==> src/pkg/tpc_pkg.sv <==
// Constants, register layouts and carrier types of the timer block.
// Assumes a 32-bit classic Wishbone slave with byte addresses.
package tpc_pkg;
    localparam int unsigned NCH   = 5;
    localparam int unsigned NSM   = 2;
    localparam int unsigned NPIN  = NCH + 1 + NSM;
    localparam int unsigned ADR_W = 8;

    localparam logic [7:0] A_MCTRL = 8'h00;
    localparam logic [7:0] A_MPER  = 8'h04;
    localparam logic [7:0] A_MCNT  = 8'h08;
    localparam logic [7:0] A_STAT  = 8'h0C;
    localparam logic [7:0] A_CHCFG = 8'h10;
    localparam logic [7:0] A_CHCAP = 8'h30;
    localparam logic [7:0] A_SCFG  = 8'h50;
    localparam logic [7:0] A_SCNT  = 8'h58;
    localparam logic [7:0] A_STEP  = 8'h04;

    // Status word: channel flags low, small-timer flags, main wrap flag
    localparam int unsigned ST_SM  = NCH;
    localparam int unsigned ST_OVF = NCH + NSM;
    localparam int unsigned ST_W   = ST_OVF + 1;

    localparam logic [15:0] MPER_RST = 16'hFFFF;
    localparam logic [7:0]  SPER_RST = 8'hFF;

    typedef enum logic [1:0] {
        TPC_EDGE_NONE,
        TPC_EDGE_RISE,
        TPC_EDGE_FALL,
        TPC_EDGE_BOTH
    } tpc_edge_t;

    typedef struct packed {
        logic [15:0] rsv1;
        logic [7:0]  presc;
        logic [4:0]  rsv0;
        logic        ir;
        logic        ext;
        logic        en;
    } tpc_mctrl_t;

    typedef struct packed {
        logic [12:0] rsv;
        tpc_edge_t   edge_sel;
        logic        pwm;
        logic [15:0] cmp;
    } tpc_chcfg_t;

    typedef struct packed {
        logic [7:0] cmp;
        logic [7:0] per;
        logic [7:0] presc;
        logic [5:0] rsv;
        logic       ext;
        logic       en;
    } tpc_scfg_t;

    localparam tpc_scfg_t SCFG_RST = '{cmp: 8'h00, per: SPER_RST, presc: 8'h00,
                                      rsv: 6'h00, ext: 1'b0, en: 1'b0};
endpackage

==> src/design/tpc_timer.sv <==
// Timer block: 16-bit main timer with five compare/capture channels,
// two 8-bit timers with one PWM channel each, IR modulation output.
// Assumes a classic Wishbone master on clk and asynchronous pin inputs.
// Operation
// - 16-bit main counter: timer, counter, PWM
// - Prescaler and 16-bit period bound main count
// - Five channels, each own 16-bit compare
// - Channel selects PWM output or edge capture
// - IR mode: count small timer periods, AND
// - Two 8-bit timers: prescaler, period, modes
// - One 8-bit compare PWM channel each
// - Capture inputs pass two-stage synchroniser
//
// Chosen here: the Wishbone slave port and the register addresses.
`timescale 1ns/1ps
`default_nettype none
module tpc_timer
    import tpc_pkg::*;
(
    input  wire logic              clk,
    input  wire logic              arst_n,
    input  wire logic              wb_cyc_i,
    input  wire logic              wb_stb_i,
    input  wire logic              wb_we_i,
    input  wire logic [ADR_W-1:0]  wb_adr_i,
    input  wire logic [3:0]        wb_sel_i,
    input  wire logic [31:0]       wb_dat_i,
    output logic [31:0]            wb_dat_o,
    output logic                   wb_ack_o,
    input  wire logic [NCH-1:0]    cap_in,
    input  wire logic              m_cnt_in,
    input  wire logic [NSM-1:0]    sm_cnt_in,
    output logic [NCH-1:0]         pwm_out,
    output logic [NSM-1:0]         sm_pwm_out,
    output logic                   ir_out
);
    function automatic logic [31:0] wmerge(input logic [31:0] old,
                                           input logic [31:0] nw,
                                           input logic [3:0]  sel);
        logic [31:0] r;
        r = old;
        for (int b = 0; b < 4; b++) begin
            if (sel[b]) begin
                r[b*8 +: 8] = nw[b*8 +: 8];
            end
        end
        return r;
    endfunction

    function automatic logic edge_hit(input tpc_edge_t s, input logic r, input logic f);
        return ((s == TPC_EDGE_RISE) && r) || ((s == TPC_EDGE_FALL) && f) ||
               ((s == TPC_EDGE_BOTH) && (r || f));
    endfunction

    // Bus slave: ack one cycle after the request, write on the ack edge
    logic        ack_q;
    logic [31:0] rd_q;
    logic [31:0] rd_d;
    wire         req = wb_cyc_i & wb_stb_i;
    wire         wr  = req & wb_we_i & ack_q;
    assign wb_ack_o = ack_q;
    assign wb_dat_o = rd_q;

    always_ff @(posedge clk or negedge arst_n) begin
        if (!arst_n) begin
            ack_q <= 1'b0;
            rd_q  <= 32'h0000_0000;
        end else begin
            ack_q <= req & ~ack_q;
            rd_q  <= rd_d;
        end
    end

    wire hit_mctrl = wb_adr_i == A_MCTRL;
    wire hit_mper  = wb_adr_i == A_MPER;
    wire hit_mcnt  = wb_adr_i == A_MCNT;
    wire hit_stat  = wb_adr_i == A_STAT;

    // Pin synchroniser; a pulse of 1.5 clock periods is always sampled
    logic [NPIN-1:0] s1_q, s2_q, prev_q;
    always_ff @(posedge clk or negedge arst_n) begin
        if (!arst_n) begin
            s1_q   <= '0;
            s2_q   <= '0;
            prev_q <= '0;
        end else begin
            s1_q   <= {sm_cnt_in, m_cnt_in, cap_in};
            s2_q   <= s1_q;
            prev_q <= s2_q;
        end
    end
    wire [NPIN-1:0] rise = s2_q & ~prev_q;
    wire [NPIN-1:0] fall = ~s2_q & prev_q;

    // Small timers
    tpc_scfg_t      scfg_q [NSM];
    logic [7:0]     scnt_q [NSM];
    logic [7:0]     sps_q  [NSM];
    logic [NSM-1:0] sm_done, sm_evt, sm_pwm_d, sm_tick, shit_cfg, shit_cnt;

    for (genvar j = 0; j < NSM; j++) begin : g_sm
        wire       pt   = sps_q[j] == scfg_q[j].presc;
        wire [7:0] cnxt = sm_done[j] ? 8'h00 : scnt_q[j] + 8'(sm_tick[j]);
        assign shit_cfg[j] = wb_adr_i == 8'(A_SCFG + A_STEP * j);
        assign shit_cnt[j] = wb_adr_i == 8'(A_SCNT + A_STEP * j);
        assign sm_tick[j]  = scfg_q[j].en &
                             (scfg_q[j].ext ? rise[NCH + 1 + j] : pt);
        assign sm_done[j]  = sm_tick[j] & (scnt_q[j] == scfg_q[j].per);
        assign sm_evt[j]   = sm_tick[j] & (scnt_q[j] == scfg_q[j].cmp);
        assign sm_pwm_d[j] = scfg_q[j].en & (cnxt < scfg_q[j].cmp);

        always_ff @(posedge clk or negedge arst_n) begin
            if (!arst_n) begin
                scfg_q[j]     <= SCFG_RST;
                scnt_q[j]     <= 8'h00;
                sps_q[j]      <= 8'h00;
                sm_pwm_out[j] <= 1'b0;
            end else begin
                if (wr && shit_cfg[j]) begin
                    scfg_q[j]     <= wmerge(scfg_q[j], wb_dat_i, wb_sel_i);
                    scfg_q[j].rsv <= '0;
                end
                sps_q[j]      <= (pt || !scfg_q[j].en) ? 8'h00 : sps_q[j] + 8'h01;
                scnt_q[j]     <= (wr && shit_cnt[j]) ? 8'h00 : cnxt;
                sm_pwm_out[j] <= sm_pwm_d[j];
            end
        end
    end

    // Main timer
    tpc_mctrl_t  mctrl_q;
    logic [15:0] mper_q, mcnt_q, mps_q;
    wire         m_pt   = mps_q[7:0] == mctrl_q.presc;
    wire         m_tick = mctrl_q.en & (mctrl_q.ir ? sm_done[0] :
                          mctrl_q.ext ? rise[NCH] : m_pt);
    wire         m_wrap = m_tick & (mcnt_q == mper_q);
    wire [15:0]  m_cnxt = m_wrap ? 16'h0000 : mcnt_q + 16'(m_tick);

    always_ff @(posedge clk or negedge arst_n) begin
        if (!arst_n) begin
            mctrl_q <= '0;
            mper_q  <= MPER_RST;
            mcnt_q  <= 16'h0000;
            mps_q   <= 16'h0000;
        end else begin
            if (wr && hit_mctrl) begin
                mctrl_q      <= wmerge(mctrl_q, wb_dat_i, wb_sel_i);
                mctrl_q.rsv0 <= '0;
                mctrl_q.rsv1 <= '0;
            end
            if (wr && hit_mper) begin
                mper_q <= 16'(wmerge({16'h0000, mper_q}, wb_dat_i, wb_sel_i));
            end
            mps_q  <= (m_pt || !mctrl_q.en) ? 16'h0000 : mps_q + 16'h0001;
            mcnt_q <= (wr && hit_mcnt) ? 16'h0000 : m_cnxt;
        end
    end

    // Compare/capture channels
    tpc_chcfg_t     ccfg_q [NCH];
    logic [15:0]    ccap_q [NCH];
    logic [NCH-1:0] ch_evt, ch_cap, chit_cfg, chit_cap, pwm_d;

    for (genvar i = 0; i < NCH; i++) begin : g_ch
        assign chit_cfg[i] = wb_adr_i == 8'(A_CHCFG + A_STEP * i);
        assign chit_cap[i] = wb_adr_i == 8'(A_CHCAP + A_STEP * i);
        assign ch_cap[i]   = ~ccfg_q[i].pwm &
                             edge_hit(ccfg_q[i].edge_sel, rise[i], fall[i]);
        assign ch_evt[i]   = ch_cap[i] |
                             (ccfg_q[i].pwm & m_tick & (mcnt_q == ccfg_q[i].cmp));
        assign pwm_d[i]    = ccfg_q[i].pwm & mctrl_q.en & (m_cnxt < ccfg_q[i].cmp);

        always_ff @(posedge clk or negedge arst_n) begin
            if (!arst_n) begin
                ccfg_q[i]  <= '0;
                ccap_q[i]  <= 16'h0000;
                pwm_out[i] <= 1'b0;
            end else begin
                if (wr && chit_cfg[i]) begin
                    ccfg_q[i]     <= wmerge(ccfg_q[i], wb_dat_i, wb_sel_i);
                    ccfg_q[i].rsv <= '0;
                end
                if (ch_cap[i]) begin
                    ccap_q[i] <= mcnt_q;
                end
                pwm_out[i] <= pwm_d[i];
            end
        end
    end

    // Sticky flags, write one to clear; a same-cycle event wins
    logic [ST_W-1:0] stat_q;
    wire  [ST_W-1:0] st_set = {m_wrap, sm_evt, ch_evt};
    wire  [ST_W-1:0] st_clr = (wr && hit_stat) ? wb_dat_i[ST_W-1:0] : '0;

    always_ff @(posedge clk or negedge arst_n) begin
        if (!arst_n) begin
            stat_q <= '0;
            ir_out <= 1'b0;
        end else begin
            stat_q <= (stat_q & ~st_clr) | st_set;
            ir_out <= mctrl_q.ir & pwm_d[0] & sm_pwm_d[0];
        end
    end

    always_comb begin
        rd_d = 32'h0000_0000;
        if (hit_mctrl) begin
            rd_d = mctrl_q;
        end else if (hit_mper) begin
            rd_d = {16'h0000, mper_q};
        end else if (hit_mcnt) begin
            rd_d = {16'h0000, mcnt_q};
        end else if (hit_stat) begin
            rd_d = 32'(stat_q);
        end
        for (int k = 0; k < NCH; k++) begin
            if (chit_cfg[k]) begin
                rd_d = ccfg_q[k];
            end else if (chit_cap[k]) begin
                rd_d = {16'h0000, ccap_q[k]};
            end
        end
        for (int k = 0; k < NSM; k++) begin
            if (shit_cfg[k]) begin
                rd_d = scfg_q[k];
            end else if (shit_cnt[k]) begin
                rd_d = {24'h00_0000, scnt_q[k]};
            end
        end
    end
endmodule
`default_nettype wire

==> config.mk <==
export PLATFORM = sky130hd
export DESIGN_NAME = tpc_timer
export DESIGN_NICKNAME = d
export VERILOG_FILES = /design/src/pkg/tpc_pkg.sv /design/src/design/tpc_timer.sv
export SDC_FILE = /design/constraint.sdc
export NUM_CORES = 1
export LEC_CHECK = 0
export BUFFER_PORTS_ARGS = -buffer_cell sky130_fd_sc_hd__buf_2
export CAP_MARGIN = 20
export CORE_UTILIZATION = 60
export CTS_CLUSTER_DIAMETER = 30
export CTS_CLUSTER_SIZE = 14
export DETAILED_ROUTE_END_ITERATION = 10
export GPL_TIMING_DRIVEN = 0
export HOLD_SLACK_MARGIN = 0.08
export PLACE_DENSITY = 0.78
export SLEW_MARGIN = 25
export SYNTH_ARGS = -nofsm -noshare
export SYNTH_HDL_FRONTEND = slang
export SYNTH_SLANG_ARGS = --single-unit
==> constraint.sdc <==
create_clock -name clk -period 7.4 [get_ports clk]
set_input_delay 0.37 -clock clk [delete_from_list [all_inputs] [get_ports clk]]
set_output_delay 0.37 -clock clk [all_outputs]
set_load 0.01 [all_outputs]
==> reports/metrics.yaml, run 1 <==
run_status:
  status: "completed"
routing:
  drt_wl_total_mm: 80.25
  first_pass_iters: 6
  antenna_left: 0
  drc_errors: 0
  drt-wirelength-per-cell_um: 29.08
  viasPerCell: 6.661
  vias: 18383
  drt-initial-drc-count: 2302
clock_tree:
  numCtsBuffers: 94
  root_buffer: "clkbuf_16"
  cts.sinks: 383
  htree_levels: 3
  postCtsSetupBuffers: 0
  cts_tree: "built"
  clk_latency_ns: 0.63
  cts_buffer_depth: 3
  path_clk_slew_ns: 0.05
  cts_resized: 0
die:
  dieArea_mm2: 0.03678
  pin_count: 98
  fp-row-count: 69
  die_x_um: 191.8
  initial_core_util_pct: 60.90
  die-height_um: 191.8
  core_area_mm2: 0.03548
logic_synthesis:
  ys.flop_type: "dfrtp_1"
  ys_seq_area_share_pct: 44.54
  postSynthCellCount: 2001
  synth_fa_ha_area_share_pct: 6.253
  synth_compound_area_share_pct: 11.74
  synth-xor-area-share_pct: 7.984
  yosys.area_share.simple_pct: 11.77
  synth_edf_count: 0
  synth_top_family_by_area: "multiplexers"
  yosys_warnings: 0
  ys_types: 94
  async_flop_share_pct: 100.0
  synth_nets: 2166
  synth_area_mm2: 0.02161
  synth.avg_cell_area_um2: 10.80
  ys_seq_elements: 383
  synthMuxAreaShare_pct: 13.47
layout:
  fin_util_pct: 74.39
  postLayoutCellArea_mm2: 0.02639
  nNetsFinal: 2382
  syn_to_final_growth_pct: 22.14
  drive_above_1_share_pct: 27.68
global_routing:
  grt_first_pass_wirelength_mm: 118.1
  track_usage_pct: 44.51
  grt_pass1_vias: 18561
  antenna_found_initial: 1
  overflow: 0
  grt_max_degree: 89
critical_path:
  critPathRequiredTime_ns: 7.86
  critPathKind: "flip-flop to flip-flop"
  worstSetupEndpoint: "pwm_out[4]"
  start_kind: "flip-flop"
  worst_ep_arrival_time_ns: 6.11
  r2r-end: "pwm_out[4]"
  crit_path_end_kind: "flip-flop"
  crit_path_start: "sps_q[13]"
  regToRegSetupSlack_ns: 1.75
  crit_fanout: 9
  ff2ff_path_depth: 18
  rr_startpoint: "sps_q[13]"
sta:
  finalCriticalPeriod_ns: 5.650
  fmax_ghz: 0.1770
  timing.final.crit_share_pct: 76.35
  fin_worst_skew_ns: 0.02387
  tightestPinTransition_ns: 1.128
  holdWs_ns: 0.1022
  tns_ns: 0
  relSlewSlack_pct: 24.55
  rsz0062_at_grt: "false"
  setup_viol: 0
  report.final.slew_viol_count: 0
  hold_viol_final: 0
placed_design:
  placed_area_mm2: 0.02278
  io_buffers: 92
  dpl.hpwl_mm: 56.43
  place_congestion: 1.051
power_and_ir_drop:
  p_per_area_mw_per_mm2: 253.2
  fin_total_pwr_w: 0.006683
  power_leakage_nw: 12.50
  vdd_drop_max_uv: 282.7
flow_run:
  drv_cap: 0
worst_hold_path:
  hold_class: "input pin to flip-flop"
cell type report:
type                    instances  area [um^2]
clock inverters                50        646.9
flip-flops and latches        383         9624
diodes                          1        2.502
multi-input cells            1398        11100
clock buffers                 127         2708
fillers                      2437         9089
inverters                     114        427.9
repair buffers                120        820.8
plain buffers                 106        489.2
well taps                     461        576.8
worst min path at each step:
| stage | startpoint | end | depth (start not counted) |
|---|---|---|---|
| 3_5_place_dp | arst_n | scfg_q[59] | 1 |
| 5_1_grt | wb_dat_i[5] | ccfg_q[133] | 2 |
| 4_1_cts | wb_dat_i[5] | ccfg_q[133] | 2 |
| 2_1_floorplan | arst_n | ccap_q[0] | 0 |
| 3_3_place_gp | s1_q[0] | s2_q[0] | 0 |
| 6_report | wb_dat_i[5] | ccfg_q[133] | 2 |
power by group:
part	internal [W]	total [W]	switching (W)
clock network	0.00297	0.00429	0.00132
logic	0.0000761	0.000257	0.000181
registers	0.00212	0.00213	0.0000146
total	0.00517	0.00668	0.00152
kinds of logic (layout without fill, tap and decap cells):
logic type / count (synthesis) / after routing
adders and majority gates: 108 / 108
other: 0 / 1
and+or+nand+nor: 473 / 473
muxes: 259 / 259
DFF: 383 / 383
buffers and inverters: 220 / 517
xor gates and xnor gates: 197 / 197
AOI/OAI and AO/OA: 361 / 361
placed cells by master, fill, tap and decap left out, types with 17 or more instances in the layout:
cell type and instances:
a21o_1 27, a21oi_1 86, a22oi_1 29, and3_1 18, buf_2 117, clkbuf_1 69
clkbuf_16 95, clkbuf_8 21, clkinv_2 20, dfrtp_1 351, dfstp_2 32, dlygate4sd3_1 24
ha_1 108, inv_1 114, mux2_2 252, nand2_1 103, nand3_1 56, nand4_1 33
nor2_1 134, nor4_1 21, o21ai_0 48, o22ai_1 17, xnor2_1 100, xor2_1 97
cell usage after synthesis (all sizes together) (16+ instances only):
cell	count	area share [%]
dfrtp	351	41
mux2	255	13
nor2	142	2.8
inv	114	2.0
nand2	109	2.0
ha	108	6.3
xnor2	100	4.1
xor2	97	3.9
a21oi	90	2.1
clkbuf	60	1.1
nand3	58	1.4
o21ai	57	1.4
buf	46	1.2
nand4	33	0.96
dfstp	32	3.9
a22oi	29	1.0
a21o	27	0.94
nor4	25	0.92
and3	18	0.52
nor3	17	0.52
o22ai	17	0.49
a211oi	16	0.63
a22o	16	0.65
critical path, stage by stage (launching register included):
cell	delay, ns
dfrtp_1	0.44
xor2_1	0.17
nor4_2	0.34
a41oi_1	0.48
o32a_4	0.62
inv_1	0.09
ha_1	0.23
ha_1	0.29
nand3_1	0.21
or2_2	0.42
nor2_1	0.14
xnor2_1	0.10
nor2_1	0.46
ha_1	0.26
nand4_1	0.10
nor3_1	0.61
o21ai_0	0.29
nand4b_1	0.17
a31oi_1	0.05
what timing repair did:
item | CTS | global route
hold buffers | 24 | 0
endpoints found under the setup margin | 0 | 0
endpoints found under the hold margin | 95 | 0
state kept, by name, indices dropped and copies added, names as in the netlist, 11 cells and up:
signal	count
ccap_q	80
ccfg_q	95
mcnt_q	16
mctrl_q	11
mper_q	16
scfg_q	52
scnt_q	16
sps_q	16
wb_dat_o	32
layer usage:
metal / vias to the layer above / global-route usage, % / routed length, um
li1: 7658 / - / -
met1: 9153 / 58.77 / 31150
met2: 1264 / 65.43 / 34520
met3: 308 / 12.30 / 9250
met4: 0 / 25.95 / 5325
met5: - / 0 / 0
stage by stage:
step	setup slack, ns	cells
global placement	-1.345	2554
CTS	2.050	2759
finish	1.750	2760
global route	1.602	2760
detailed placement	2.162	2558
floorplan	3.278	2001
Note: power is estimated with default switching activity, not from simulation.
==> run 2, diff against run 1 <==
- clock period: 7.4 -> 5.7 ns (I/O delays scaled with it)
==> run 2 against run 1 <==
Effect of this change:
- critical path depth fell by 1
- largest cell class unchanged
- total power rose by 30%
- count of clock-buffer cells in the layout did not move
- register-to-register slack got worse by 1.6 ns
- critical path type unchanged
- clock power rose by 30%
- final cell count rose by 0.33%
==> reports/metrics.yaml, run 2 (synthesis results as in run 1) <==
sta:
  timing.final.crit_share_pct: 97.16  # was 76.35%
  rsz0062_at_grt: "false"  # unchanged
  hold_viol_final: 0  # unchanged
  tightestPinTransition_ns: 1.068  # was 1.128 ns
  report.final.slew_viol_count: 0  # unchanged
  fmax_ghz: 0.1806  # was 0.1770 GHz
  relSlewSlack_pct: 28.82  # was 24.55%
  finalCriticalPeriod_ns: 5.538  # was 5.650 ns
  finalWorstSetupSlack_ns: 0.1619  # was 1.750 ns
  setup_viol: 0  # unchanged
  fin_worst_skew_ns: 0.02216  # was 0.02387 ns
critical_path:
  start_kind: "flip-flop"  # unchanged
  crit_path_end_kind: "flip-flop"  # unchanged
  rr_startpoint: "sps_q[13]"  # unchanged
  cpMostUsedCell: "ha_1"  # unchanged
  r2r-end: "pwm_out[3]"  # was pwm_out[4]
  worst_path_max_delay_cell: "o32a_4"  # unchanged
  critPathRequiredTime_ns: 6.21  # was 7.86 ns
  crit_fanout: 9  # unchanged
  regToRegSetupSlack_ns: 0.16  # was 1.75 ns
  path_cells: "xor2_1, nor4_2, a41oi_1, o32a_4, inv_1, ha_1, ha_1, nand3_1, or2_2, nor2_1, xnor2_1, nor2_1, ha_1, a21o_1, a211o_1, a211o_1, a311oi_1"  # was xor2_1, nor4_2, a41oi_1, o32a_4, inv_1, ha_1, ha_1, nand3_1, or2_2, nor2_1, xnor2_1, nor2_1, ha_1, nand4_1, nor3_1, o21ai_0, nand4b_1, a31oi_1
  critPathKind: "flip-flop to flip-flop"  # unchanged
  ff2ff_path_depth: 17  # was 18
  worst_ep_arrival_time_ns: 6.04  # was 6.11 ns
  cp_slowest_stage_delay_ns: 0.62  # about the same
worst_hold_path:
  hold_depth: 4  # was 2
  min_to: "stat_q[2]"  # was ccfg_q[133]
  hold_class: "input pin to flip-flop"  # unchanged
  hp-start: "wb_dat_i[2]"  # was wb_dat_i[5]
clock_tree:
  postCtsSetupBuffers: 0  # unchanged
  clk_latency_ns: 0.63  # about the same
  numCtsBuffers: 94  # unchanged
  cts.sinks: 383  # unchanged
  cts_tree: "built"  # unchanged
  htree_levels: 3  # unchanged
  path_clk_slew_ns: 0.05  # about the same
  cts_buffer_depth: 3  # unchanged
  root_buffer: "clkbuf_16"  # unchanged
global_routing:
  antenna_found_initial: 1  # unchanged
  track_usage_pct: 44.58  # was 44.51%
  overflow: 0  # unchanged
  grt_max_degree: 89  # unchanged
  grt_first_pass_wirelength_mm: 118.3  # was 118.1 mm
  grt_pass1_vias: 18621  # was 18561
layout:
  layout_common_cells: "351 x dfrtp_1, 252 x mux2_2, 134 x nor2_1"  # unchanged
  nNetsFinal: 2390  # was 2382
  top_regs: "ccfg_q (95), ccap_q (80), scfg_q (52)"  # unchanged
  fillCellCount: 2435  # was 2437
  mostFrequentLayoutCell: "dfrtp_1"  # unchanged
  seqCellArea_mm2: 0.009624  # unchanged
  drive_above_1_share_pct: 27.62  # was 27.68%
  multi_input_area_mm2: 0.01110  # about the same
  largest_register_ffs: 95  # unchanged
  largest-register: "ccfg_q"  # unchanged
  stdcell_count: 2769  # was 2760
  syn_to_final_growth_pct: 22.55  # was 22.14%
power_and_ir_drop:
  p_sw_w: 0.001970  # was 0.001516 W
  seqPwrFrac_pct: 31.9  # about the same
  p_sw_share_pct: 22.69  # was 22.68%
  power_leakage_nw: 12.53  # was 12.50 nW
  comb_power_share_pct: 3.9  # about the same
  internal-power_w: 0.006712  # was 0.005167 W
  clkPwrFrac_pct: 64.2  # about the same
  vdd_drop_max_uv: 366.5  # was 282.7 uV
  p_per_area_mw_per_mm2: 327.9  # was 253.2 mW/mm^2
placed_design:
  io_buffers: 92  # unchanged
  post-place-cells: 2558  # unchanged
  place_ws_ns: 0.4618  # was 2.162 ns
  dpl.hpwl_mm: 56.43  # unchanged
  place_congestion: 1.051  # unchanged
routing:
  drt-wirelength-per-cell_um: 28.93  # was 29.08 um
  vias: 18488  # was 18383
  drt-initial-drc-count: 2277  # was 2302
  first_pass_iters: 6  # unchanged
  drc_errors: 0  # unchanged
  viasPerCell: 6.677  # was 6.661
  antenna_left: 0  # unchanged
  drt_wl_total_mm: 80.10  # was 80.25 mm
flow_run:
  drv_cap: 0  # unchanged
die:
  initial_core_util_pct: 60.90  # unchanged
  dieArea_mm2: 0.03678  # unchanged
  core_area_mm2: 0.03548  # unchanged
  die-height_um: 191.8  # unchanged
  die_x_um: 191.8  # unchanged
  pin_count: 98  # unchanged
  fp-row-count: 69  # unchanged
run_status:
  status: "completed"  # unchanged
## run 2: changes by cell type in the layout (fill, tap and decap cells not counted)
cell	before	now
diode_2	1	2
dlygate4sd3_1	24	32
nor3_1	13	12
nor3_2	3	4
## run 2: cell type report
type	count	area share (%)
diodes	2	0.01890
plain buffers	106	1.847
clock buffers	127	10.22
clock inverters	50	2.443
inverters	114	1.616
multi-input cells	1398	41.93
flip-flops and latches	383	36.34
well taps	461	2.178
repair buffers	128	3.402
## run 2: per-layer routing
| metal | part of all wire, % | GRT usage [%] | up-vias |
|---|---|---|---|
| li1 | - | - | 7690 |
| met1 | 39 | 59.00 | 9200 |
| met2 | 43 | 65.20 | 1257 |
| met3 | 11 | 12.11 | 341 |
| met4 | 6.9 | 26.71 | 0 |
| met5 | 0 | 0 | - |
## run 2: power by group through the flow
stage                     Sequential, W  Clock (W)  Combinational (W)
after floorplan                 0.00280          0           0.000132
after global placement          0.00281          0           0.000290
after detailed placement        0.00281          0           0.000306
after CTS                       0.00277    0.00558           0.000327
after global routing            0.00277    0.00573           0.000361
final                           0.00277    0.00558           0.000338
## run 2: what timing repair did
action / CTS / global route
gates resized for setup: 0 / 1
hold buffers: 32 / 0
endpoints found under the setup margin: 0 / 1
hold endpoints to repair: 211 / 0
## run 2: how the worst max path moves through the flow
stage | startpoint | end | slack [ns] | cells past startpoint
floorplan | sps_q[13] | pwm_out[1] | 1.58 | 17
global placement | arst_n | ccfg_q[10] | -2.96 | 1
detailed placement | scfg_q[45] | pwm_out[3] | 0.46 | 17
CTS | sps_q[13] | pwm_out[4] | 0.35 | 18
global route | sps_q[13] | pwm_out[3] | 0.03 | 17
finish | sps_q[13] | pwm_out[3] | 0.16 | 17
## run 2: stage by stage
stage / hold slack [ns] / instance area, um^2 / setup TNS [ns] / total power, W / utilization (%)
2_1_floorplan: -0.01059 / 21610 / 0 / 0.002934 / -
3_3_place_gp: 0.3314 / 22650 / -1034.16 / 0.003096 / 63.82
3_5_place_dp: 0.2310 / 22780 / 0 / 0.003112 / 64.21
4_1_cts: 0.08346 / 26460 / 0 / 0.008670 / 74.56
5_1_grt: 0.1097 / 26480 / 0 / 0.008861 / 74.63
6_report: 0.09521 / 26480 / 0 / 0.008682 / 74.63
## run 2: worst max-delay path, delay by kind of cell, from the launching register on
kind / cells / cell delay (ns)
AO/OA/AOI/OAI: 6 / 2.20
XOR/XNOR: 2 / 0.28
adder cells (fa/ha/maj): 3 / 0.90
buffers and inverters: 1 / 0.09
flip-flops: 1 / 0.44
AND/OR/NAND/NOR: 5 / 1.51
